--- src/tsm_pkg.sv ---
// package: constants for the table-driven state machine
// ****************************************
// How it works
// - reset and initialisation put the machine in the configured start state, zero unless configured otherwise.
// - states are integer indices counted from zero, and each table entry names its destination by index.
// - the table holds one definition per state, so the definition count equals the state count.
// - each state fixes the value of every output bit, so the outputs follow the current state alone.
// - each output bit is one of twelve codes, a level of 0, 1 or unknown with a strength of strong, resistive, high-z or undefined.
// - the next state comes from matching the inputs against the current state's patterns, where x matches either level.
// - input and output widths are parameters, and every entry has one symbol per input and one code per output.
// - the default table is a 2-bit up/down counter whose inputs are reset and direction and whose outputs are the state index.
// ****************************************
package tsm_pkg;
  // output level codes
  localparam logic [1:0] TSM_LVL_0 = 2'h0;
  localparam logic [1:0] TSM_LVL_1 = 2'h1;
  localparam logic [1:0] TSM_LVL_U = 2'h2;
  // output strength codes
  localparam logic [1:0] TSM_STR_S = 2'h0;
  localparam logic [1:0] TSM_STR_R = 2'h1;
  localparam logic [1:0] TSM_STR_Z = 2'h2;
  localparam logic [1:0] TSM_STR_U = 2'h3;
  localparam int TSM_CODE_W = 4;  // level in [3:2], strength in [1:0]
  localparam int TSM_RESET_STATE = 0;
  // default table sizes: the 2-bit up/down counter
  localparam int TSM_NUM_IN = 2;
  localparam int TSM_NUM_OUT = 2;
  localparam int TSM_NUM_STATES = 4;
  localparam int TSM_PATS_PER_STATE = 4;
  // pattern symbol: care bit in [1], level in [0]
  localparam logic [1:0] TSM_SYM_0 = 2'h2;
  localparam logic [1:0] TSM_SYM_1 = 2'h3;
  localparam logic [1:0] TSM_SYM_X = 2'h0;
endpackage

--- src/tsm_match.sv ---
// module: matches one input vector against one pattern
`timescale 1ns/1ps
module tsm_match
  import tsm_pkg::*;
#(
  parameter int NUM_IN = TSM_NUM_IN
) (
  input  wire logic [2*NUM_IN-1:0] pattern_in,
  input  wire logic [NUM_IN-1:0]   inputs_in,
  output logic                     hit_out
);
  logic [NUM_IN-1:0] bit_ok;
  genvar g;
  generate
    for (g = 0; g < NUM_IN; g++) begin : g_bit
      // don't care accepts either level
      assign bit_ok[g] = !pattern_in[2*g+1] || (pattern_in[2*g] == inputs_in[g]);
    end
  endgenerate
  assign hit_out = &bit_ok;
endmodule

--- src/tsm_top.sv ---
// module: table-driven moore state machine
`timescale 1ns/1ps
module tsm_top
  import tsm_pkg::*;
#(
  parameter int NUM_IN      = TSM_NUM_IN,
  parameter int NUM_OUT     = TSM_NUM_OUT,
  parameter int NUM_STATES  = TSM_NUM_STATES,
  parameter int PATS        = TSM_PATS_PER_STATE,
  parameter int RESET_STATE = TSM_RESET_STATE,
  parameter int SW          = (NUM_STATES > 1) ? $clog2(NUM_STATES) : 1,
  // one output word per state, bit o code at [4*o +: 4]
  parameter logic [NUM_STATES*NUM_OUT*TSM_CODE_W-1:0] OUT_TABLE = {
    TSM_LVL_1, TSM_STR_S, TSM_LVL_1, TSM_STR_S,
    TSM_LVL_1, TSM_STR_S, TSM_LVL_0, TSM_STR_S,
    TSM_LVL_0, TSM_STR_S, TSM_LVL_1, TSM_STR_S,
    TSM_LVL_0, TSM_STR_S, TSM_LVL_0, TSM_STR_S},
  // per state, per pattern: symbols; input 0 is direction, input 1 is reset
  parameter logic [NUM_STATES*PATS*2*NUM_IN-1:0] PAT_TABLE = {
    {4{TSM_SYM_1, TSM_SYM_1, TSM_SYM_1, TSM_SYM_0, TSM_SYM_0, TSM_SYM_1, TSM_SYM_0, TSM_SYM_0}}},
  // per state, per pattern: destination index
  parameter logic [NUM_STATES*PATS*SW-1:0] DEST_TABLE = {
    2'h0, 2'h0, 2'h0, 2'h2,
    2'h0, 2'h0, 2'h3, 2'h1,
    2'h0, 2'h0, 2'h2, 2'h0,
    2'h0, 2'h0, 2'h1, 2'h3}
) (
  input  wire logic                          core_clk_in,
  input  wire logic                          reset_in,
  input  wire logic [NUM_IN-1:0]             inputs_in,
  output logic [NUM_OUT-1:0]                 level_out,
  output logic [NUM_OUT-1:0]                 level_unknown_out,
  output logic [NUM_OUT*2-1:0]               strength_out,
  output logic [SW-1:0]                      state_index_out
);
  // ****************************************
  // input sampling
  // ****************************************
  typedef struct packed {
    logic [NUM_IN-1:0] sync1;
    logic [NUM_IN-1:0] sync2;
    logic [SW-1:0]     state_index;
    // sync stages hold cleared values, not real inputs, for two edges after reset
    logic [1:0]        primed;
  } tsm_state_s;

  localparam logic [SW-1:0] START = SW'(RESET_STATE);

  tsm_state_s cur;
  tsm_state_s next_cur;

  // ****************************************
  // pattern match, one matcher per entry of the current state
  // ****************************************
  logic [PATS-1:0]    hit;
  logic [PATS*SW-1:0] dest_row;
  logic [PATS*2*NUM_IN-1:0] pat_row;
  assign pat_row  = PAT_TABLE[cur.state_index*PATS*2*NUM_IN +: PATS*2*NUM_IN];
  assign dest_row = DEST_TABLE[cur.state_index*PATS*SW +: PATS*SW];
  genvar p;
  generate
    for (p = 0; p < PATS; p++) begin : g_pat
      tsm_match #(
        .NUM_IN(NUM_IN)
      ) u_match (
        .pattern_in (pat_row[p*2*NUM_IN +: 2*NUM_IN]),
        .inputs_in  (cur.sync2),
        .hit_out    (hit[p])
      );
    end
  endgenerate

  // ****************************************
  // next state: first matching entry wins, hold when none
  // ****************************************
  always_comb begin
    next_cur             = cur;
    next_cur.sync1       = inputs_in;
    next_cur.sync2       = cur.sync1;
    next_cur.primed      = {cur.primed[0], 1'b1};
    next_cur.state_index = cur.state_index;
    for (int i = PATS - 1; i >= 0; i--) begin
      if (hit[i] && cur.primed[1]) begin
        next_cur.state_index = dest_row[i*SW +: SW];
      end
    end
  end

  // async reset dominates clock and table
  always_ff @(posedge core_clk_in or posedge reset_in) begin
    if (reset_in) begin
      cur.sync1       <= '0;
      cur.sync2       <= '0;
      cur.primed      <= 2'h0;
      cur.state_index <= START;
    end else begin
      cur <= next_cur;
    end
  end

  // ****************************************
  // moore outputs straight from the table
  // ****************************************
  logic [NUM_OUT*TSM_CODE_W-1:0] out_row;
  assign out_row = OUT_TABLE[cur.state_index*NUM_OUT*TSM_CODE_W +: NUM_OUT*TSM_CODE_W];
  genvar o;
  generate
    for (o = 0; o < NUM_OUT; o++) begin : g_out
      // unknown level is flagged apart since hardware cannot drive x
      assign level_out[o]         = (out_row[o*4+2 +: 2] == TSM_LVL_1);
      assign level_unknown_out[o] = (out_row[o*4+2 +: 2] == TSM_LVL_U);
      assign strength_out[o*2 +: 2] = out_row[o*4 +: 2];
    end
  endgenerate
  assign state_index_out = cur.state_index;
endmodule

--- config.mk ---
export PLATFORM = sky130hd
export DESIGN_NAME = tsm_top
export DESIGN_NICKNAME = d
export VERILOG_FILES = /design/src/tsm_pkg.sv /design/src/tsm_match.sv /design/src/tsm_top.sv
export SDC_FILE = /design/constraint.sdc
export NUM_CORES = 1
export LEC_CHECK = 0
export ABC_AREA = 1
export BUFFER_PORTS_ARGS = -buffer_cell sky130_fd_sc_hd__clkbuf_2
export CELL_PAD_IN_SITES_DETAIL_PLACEMENT = 0
export CELL_PAD_IN_SITES_GLOBAL_PLACEMENT = 2
export CORE_UTILIZATION = 25
export DETAILED_ROUTE_END_ITERATION = 8
export HOLD_SLACK_MARGIN = 0.05
export PLACE_DENSITY = 0.82
export SLEW_MARGIN = 5
export SYNTH_ARGS = -nofsm -noshare
export SYNTH_HDL_FRONTEND = slang
export SYNTH_SLANG_ARGS = --single-unit
--- constraint.sdc ---
create_clock -name core_clk_in -period 1.2 [get_ports core_clk_in]
set_input_delay 0 -clock core_clk_in [delete_from_list [all_inputs] [get_ports core_clk_in]]
set_output_delay 0 -clock core_clk_in [all_outputs]
set_load 0.01 [all_outputs]
Word-level counts from Yosys, hierarchy flattened
Cells that the tools add are included.
{ "word_totals": {"in_bits": 4, "wordCells": 48, "mem_bits_rw": 0, "n_memories": 0, "regBits": 8, "rom_bits": 0, "latchBits": 0} }
{ "classes": {"n_bitwise": 0, "magnitude_cmp": 0, "n_shift": 3, "add_sub_neg": 0, "mul": 0, "eq_ne": 12, "n_div": 0, "n_mux": 4, "reduce_logical": 25} }
{ "ops": {"columns": ["operator", "n"], "rows": [
  ["$shiftx 32x6->8 const A", 2],
  ["$shiftx 64x7->16 const A", 1],
  ["$eq 1x1->1", 8],
  ["$logic_not 1->1", 8],
  ["$logic_or 1x1->1", 8],
  ["$mux 2", 4],
  ["$reduce_and 2->1", 4],
  ["$eq 2x1->1 const B", 2],
  ["$eq 2x2->1 const B", 2],
  ["$logic_and 1x1->1", 4],
  ["$reduce_bool 4->1", 1]
]} }

Longest topological paths before layout
Gate-level depths: netlist of the first run.
{ "depth": {"word_depth": 9, "depth_mapped": 6, "mapped_depth_nobuf": 6} }

By module
Synthesis of the first run repeated with hierarchy kept, for this count alone.
{ "unflattened": {"cells_unflattened": 76, "area_unflattened_um2": 516.7} }
{ "by_module_without_submodules": {"columns": ["mod", "n_inst", "seq_area_each_um2", "area_per_inst_um2", "cells_per_inst"], "rows": [
  ["tsm_top", 1, 200.2, 381.6, 40],
  ["tsm_match", 4, 0.0, 33.8, 9]
]} }

Worst setup path before layout of the first run
No wires, ideal clock.
{ "synth_timing": {"path_type": "reg2reg", "startpoint": "register cur (netlist bit state_index_out[0])", "endpoint": "register cur (netlist bit state_index_out[1])", "arrival_time_ns": 0.903, "setup_slack_ns": 0.180, "stages_incl_launch_ff": 7, "t_required_ns": 1.083, "synth_period_minus_slack_ns": 1.020, "setup_ns": 0.117, "n_path_buf": 0, "path_cell_list": "dfrtp_1 > inv_1 > ha_1 > inv_1 > nand2_1 > nand3_1 > nand2_1"} }
{ "synth_via": {"elab_chain_cells": 8, "elab_cells_between_ends": 39, "cone_classes": "eq/ne (8); shift (2); mux (4); reduce/logical (25)"} }
{ "synth_lines": {"columns": ["item", "line", "source"], "rows": [
  ["start: declaration", "tsm_top.sv:49", "tsm_state_s cur;"],
  ["start signal: assignment", "tsm_top.sv:97", "cur <= next_cur;"],
  ["$shiftx 64x7->16", "tsm_top.sv:58", "assign pat_row = PAT_TABLE[cur.state_index*PATS*2*NUM_IN +: PATS*2*NUM_IN];"],
  ["$eq 1x1->1 or $logic_not 1->1 (tied branches)", "tsm_match.sv:17", "assign bit_ok[g] = !pattern_in[2*g+1] || (pattern_in[2*g] == inputs_in[g]);"],
  ["$logic_or 1x1->1", "tsm_match.sv:17", null],
  ["$reduce_and 2->1", "tsm_match.sv:20", "assign hit_out = &bit_ok;"],
  ["$logic_and 1x1->1", "tsm_top.sv:83", "if (hit[i] && cur.primed[1]) begin"],
  ["$mux 2 (3 in series)", "tsm_top.sv:83", null]
]} }
Several ways; a longest one is shown, not always the timed one. The select of a mux whose other input is x is not followed.
A chain may end at the register's enable or synchronous reset.

Worst setup path in the final report of the first run
Same ends and word-level chain as after synthesis.

==> out/metrics.cfg, run 1 <==
[status]
run_status=completed

[worst_setup_path]
crit_buf_inv=2
cp-start-kind=register
cp-end-kind=register
crit_required_ns=1.34
crit_family=flip-flops
critPathMaxStageDelay_ns=0.38
crit_chain=inv_1 -> ha_1 -> inv_1 -> nand2_1 -> nand3_1 -> nand2_1
cpMaxStageDelayCell=dfrtp_1
cp_data_arrival_time_ns=1.24
crit_type=reg2reg
cp_max_fo=4

[cells_and_area]
area_delta_synth_final_pct=13.6
layout.nets=53
layout_commonest_cell=dfrtp_1
finalInstanceArea_sq_um=419
diodes=0
final_cell_mix=dfrtp_1 (8), conb_1 (7), clkbuf_2 (7), inv_1 (6), nand2_1 (6)
layout-drive-gt1-share=0.244

[detailed_routing]
drt-pass1-iter-count=1
drc_errors=0
wl_per_cell_microns=6.90
vias_per_cell=3.45
routed_wl_microns=414
postRouteAntennaNets=0
vias=207
dr.first_iter.drc_count=0

[synth]
synth-simple-area-share=0.0915
synth_mux_area_frac=0
synth_compound_area_frac=0.0136
syn_area_per_cell_sq_um=9.98
synth_top_family_by_area=buffers and inverters
synth_fa_ha_area_frac=0.0678
synth_xor_area_frac=0
synth_warnings=0
syn_area_sq_um=369
synth_seq_area_share=0.542
synth_cell_types=9
ys_ff_latch=8
synth_cells=37

[clock_network]
clock_sinks=8
hold_buffers=3
clk_pin_slew_ns=0.05
ctsHtreeMaxLevel=1
cts_made_buffers=3
cts_buffer_depth=2
cts_root_buf=clkbuf_4
clk_latency_ns=0.25
cts_tree=yes
cts_setup_buffers=0
cts_resized=0

[timing]
setup_viol=0
period_share=0.909
rsz0062_at_grt=no
max_freq_ghz=0.917
slew_violations=0
period_needed_ns=1.09
hold_viol=0
setup_tns_ns=0
finalClockSkew_ns=0.00489

[pwr]
p_sw_uw=165
p_leak_nw=0.237
p_per_area_nw_per_um2=1470
ir_drop_mv=0.698
power_uw=618
pwr-share-clk=0.321
seqPwrFrac=0.499
pwr-share-comb=0.180
p_sw_frac=0.267
internal-power_uw=453

[placed_design]
place.gp.congestion=0.541
dp_hpwl_microns=293
place_area_sq_um=367
portBuffers=7

[grt]
grt_use_total=0.0677
grt.overflow.total=0
grt_pass1_vias=158
antenna_found_initial=0
grt_pass1_wl_microns=600
grt_max_degree=9

[floorplan]
ioPinCount=14
die_h_microns=40.4
row_count=13
core_sq_um=1330
die_w_microns=40.4
start_util=0.277
die_area_sq_um=1630

[min_path]
hp-class=in2async

[run]
drv_cap=0

cell usage after synthesis:
library cell  instances  area [sq um]
buf_4                10          75.1
conb_1                2          7.51
nor2_2                1          6.26
dfrtp_1               8           200
nand3_1               1          5.00
inv_1                 6          22.5
nand2_1               6          22.5
ha_1                  2          25.0
o21ai_1               1          5.00
cell type report:
class	count	area [sq um]
fill	153	915
sequential	8	200
multi-input combinational	18	90.1
timing repair buffer	10	65.1
clock buffer	3	22.5
inverter	6	22.5
tap	15	18.8
tightest hold or removal path: cells and delay by family:
kind	cells	cell delay (ns)
buf+inv	3	0.85
metrics by stage:
step / utilization / worst slack, ns / instances / hold WS, ns
final: 0.314 / 0.109 / 60 / 0.212
after global routing: 0.314 / 0.0327 / 60 / 0.235
after CTS: 0.314 / 0.0924 / 60 / 0.214
after detailed placement: 0.275 / 0.103 / 54 / -0.0661
after global placement: 0.275 / 0.133 / 54 / -0.0679
after floorplan: - / 0.180 / 42 / -0.184
cells by family (layout without fill, tap and decap cells):
kind of cell               after synthesis  count (layout)
AOI/OAI and AO/OA                        1               1
adders and majority gates                2               2
buffers and inverters                   16              19
DFF                                      8               8
other                                    2               7
and+or+nand+nor                          8               8
registers in the layout, summed over array words and instances (netlist names):
register	count
state_index_out	2
cur	6
metal layers:
| layer | global-route usage | vias up | part of all wire |
|---|---|---|---|
| met5 | 0 | - | 0 |
| met4 | 0.0500 | 0 | 0 |
| met3 | 0.0667 | 0 | 0.13 |
| met1 | 0.0574 | 90 | 0.40 |
| met2 | 0.0952 | 12 | 0.47 |
| li1 | - | 105 | - |
power by group through the flow:
stage / registers (mW) / clock network, mW / logic [mW]
floorplan: 0.310 / 0 / 0.116
global placement: 0.311 / 0 / 0.103
detailed placement: 0.313 / 0 / 0.107
CTS: 0.309 / 0.206 / 0.115
global route: 0.311 / 0.222 / 0.130
finish: 0.308 / 0.198 / 0.111
final timing paths:
check / from / endpoint / cells past startpoint / slack [ns]
max reg2reg: state_index_out[0] / state_index_out[1] / 6 / 0.11
min reg2reg: cur[0] / cur[1] / 0 / 0.34
max: state_index_out[0] / state_index_out[1] / 6 / 0.11
max in group asynchronous: reset_in / cur[6] / 3 / 0.76
min: reset_in / cur[1] / 3 / 0.21
min in group core_clk_in: cur[0] / cur[1] / 0 / 0.34
Power figures use the tool's default switching activity.
==> inputs of run 2 (changes only) <==
- ABC_AREA: 1 -> default
- BUFFER_PORTS_ARGS: -buffer_cell sky130_fd_sc_hd__clkbuf_2 -> default
- CORE_AREA: default -> 2 2 39 41
- CORE_UTILIZATION: 25 -> default
- DIE_AREA: default -> 0 0 41 43
- DONT_BUFFER_PORTS: default -> 1
- PLACE_DENSITY: 0.82 -> 0.69
==> out/metrics.cfg, run 2 <==
[status]
run_status=completed

[placed_design]
dp_hpwl_microns=286
pre_cts_ws_ns=0.120
dp.cells=43
place.gp.congestion=0.500
portBuffers=0

[detailed_routing]
dr.first_iter.drc_count=0
vias=169
routed_wl_microns=395
vias_per_cell=3.45
highest_layer=met3
wl_met1_microns=151
wl_per_cell_microns=8.06
met3_length_microns=40
postRouteAntennaNets=0
drt-pass1-iter-count=1
drc_errors=0
routed-wl-met2_microns=203

[pwr]
power_uw=652
p_per_area_nw_per_um2=1710
p_leak_nw=0.192
ir_drop_mv=0.538

[run]
drv_cap=0

[synth]
synth_cell_types=9
async_reset_ff_frac=1.00
syn_area_per_cell_sq_um=11.7
ys_ff_latch=8
synthTopCellsByArea=dfrtp_1 (57%), buf_4 (21%), ha_1 (7.1%), o22ai_1 (3.6%), inv_1 (3.2%)
syn_area_sq_um=350
synth_edf_count=0
yosys.cell_count.top_type=buf_4
post-synth-top-area-cell=dfrtp_1
netlist_top_cells_count=buf_4 (10), dfrtp_1 (8), inv_1 (3)
synth_warnings=0
synth_seq_area_share=0.571
synth_cells=30
synth_top_area_frac=0.571
synthFlopType=dfrtp_1

[clock_network]
clk_pin_slew_ns=0.05
clk_latency_ns=0.25
cts_buffer_depth=2
cts_root_buf=clkbuf_4
ctsHtreeMaxLevel=1
cts_made_buffers=3
cts_tree=yes
clock_sinks=8

[timing]
rsz0062_at_grt=no
max_freq_ghz=0.921
setup_tns_ns=0
period_share=0.904
hold_viol=0
finalClockSkew_ns=0.000155
setup_slack_ns=0.115
slew_violations=0
period_needed_ns=1.09
setup_viol=0

[worst_setup_path]
cp-start-kind=register
r2r_start=state_index_out[0]
crit_required_ns=1.33
worstSetupStartpoint=state_index_out[0]
cp_max_fo=3
crit_type=reg2reg
cp-end-kind=register
cp_data_arrival_time_ns=1.21

[cells_and_area]
regMostFlops=cur
final_cell_mix=dfrtp_1 (8), conb_1 (7), inv_1 (3), clkbuf_4 (3), dlygate4sd3_1 (3)
finish.utilization=0.276
largest_reg_flops=6
layout-drive-gt1-share=0.152
fillers=156
diodes=0
layout.nets=41
final_cells=49
area_delta_synth_final_pct=8.93
multi_input_area_sq_um=82.6
layout_commonest_cell=dfrtp_1
regArea_sq_um=200

[grt]
antenna_found_initial=0
grt_max_degree=9
grt_use_total=0.0621
grt_pass1_vias=191
grt_pass1_wl_microns=662
grt.overflow.total=0

[floorplan]
core_sq_um=1380
start_util=0.253
ioPinCount=14
die_w_microns=41
row_count=14
die_h_microns=43
die_area_sq_um=1760

[min_path]
hp-class=in2async

[run 2: cell count changes in the layout (fill, tap and decap cells not counted)]
| cell | change |
|---|---|
| o22ai_1 | +2 |
| clkbuf_2 | -7 |
| xor2_1 | +1 |
| nor2_1 | +1 |
| inv_1 | -3 |
| nand2_1 | -6 |
| nand3_1 | -1 |
| nor2_2 | -1 |
| nand2b_1 | +1 |
| o21ai_1 | -1 |
| buf_4 | +2 |
[run 2: per-stage QoR]
stage | instance area (sq um) | hold slack (ns)
floorplan | 369 | -0.184
global placement | 329 | -0.171
detailed placement | 329 | -0.152
CTS | 382 | 0.130
global route | 382 | 0.165
finish | 382 | 0.143
[run 2: logic make-up after synthesis]
group | Yosys count | synth area share
simple gates | 2 | 0.0286
other cells | 2 | 0.0214
compound gates | 2 | 0.0357
flops | 8 | 0.571
fa+ha+maj | 2 | 0.0714
buf+inv | 13 | 0.246
xor+xnor | 1 | 0.0250
[run 2: where the power goes]
group          internal, mW  switching, mW  total, mW  leakage [nW]
logic                0.0593         0.0839      0.143        0.0829
clock network         0.114         0.0872      0.201        0.0138
registers             0.296         0.0110      0.307        0.0957
total                 0.470          0.182      0.652         0.192
[run 2: repair_timing]
item	in CTS	in global routing
hold buffers	3	0
gates resized for setup	0	0
setup buffers	0	0
hold endpoints to repair	10	0
[run 2: worst paths after layout]
kind	end	cells after the start	slack [ns]
max	state_index_out[1]	4	0.11
max in group asynchronous	cur[1]	2	0.83
min	cur[4]	2	0.14
max reg2reg	state_index_out[1]	4	0.11
min in group core_clk_in	cur[6]	1	0.30
min reg2reg	cur[1]	0	0.35
[run 2: final cells by class]
class | count | area share
Timing Repair Buffer | 5 | 0.118
Clock buffer | 3 | 0.0590
Inverter | 3 | 0.0295
Sequential cell | 8 | 0.525
Tap cell | 16 | 0.0525
Multi-Input combinational cell | 14 | 0.216
[run 2: critical path, stage by stage (launching register included)]
cell and delay (ns):
dfrtp_1 0.37, inv_1 0.10, ha_1 0.25, xor2_1 0.15
o22ai_1 0.09
[run 2: per-layer routing]
layer	global-route usage	up-vias
met5	0	-
met4	0.0867	0
met1	0.0503	81
li1	-	79
met3	0.0314	0
met2	0.0844	9
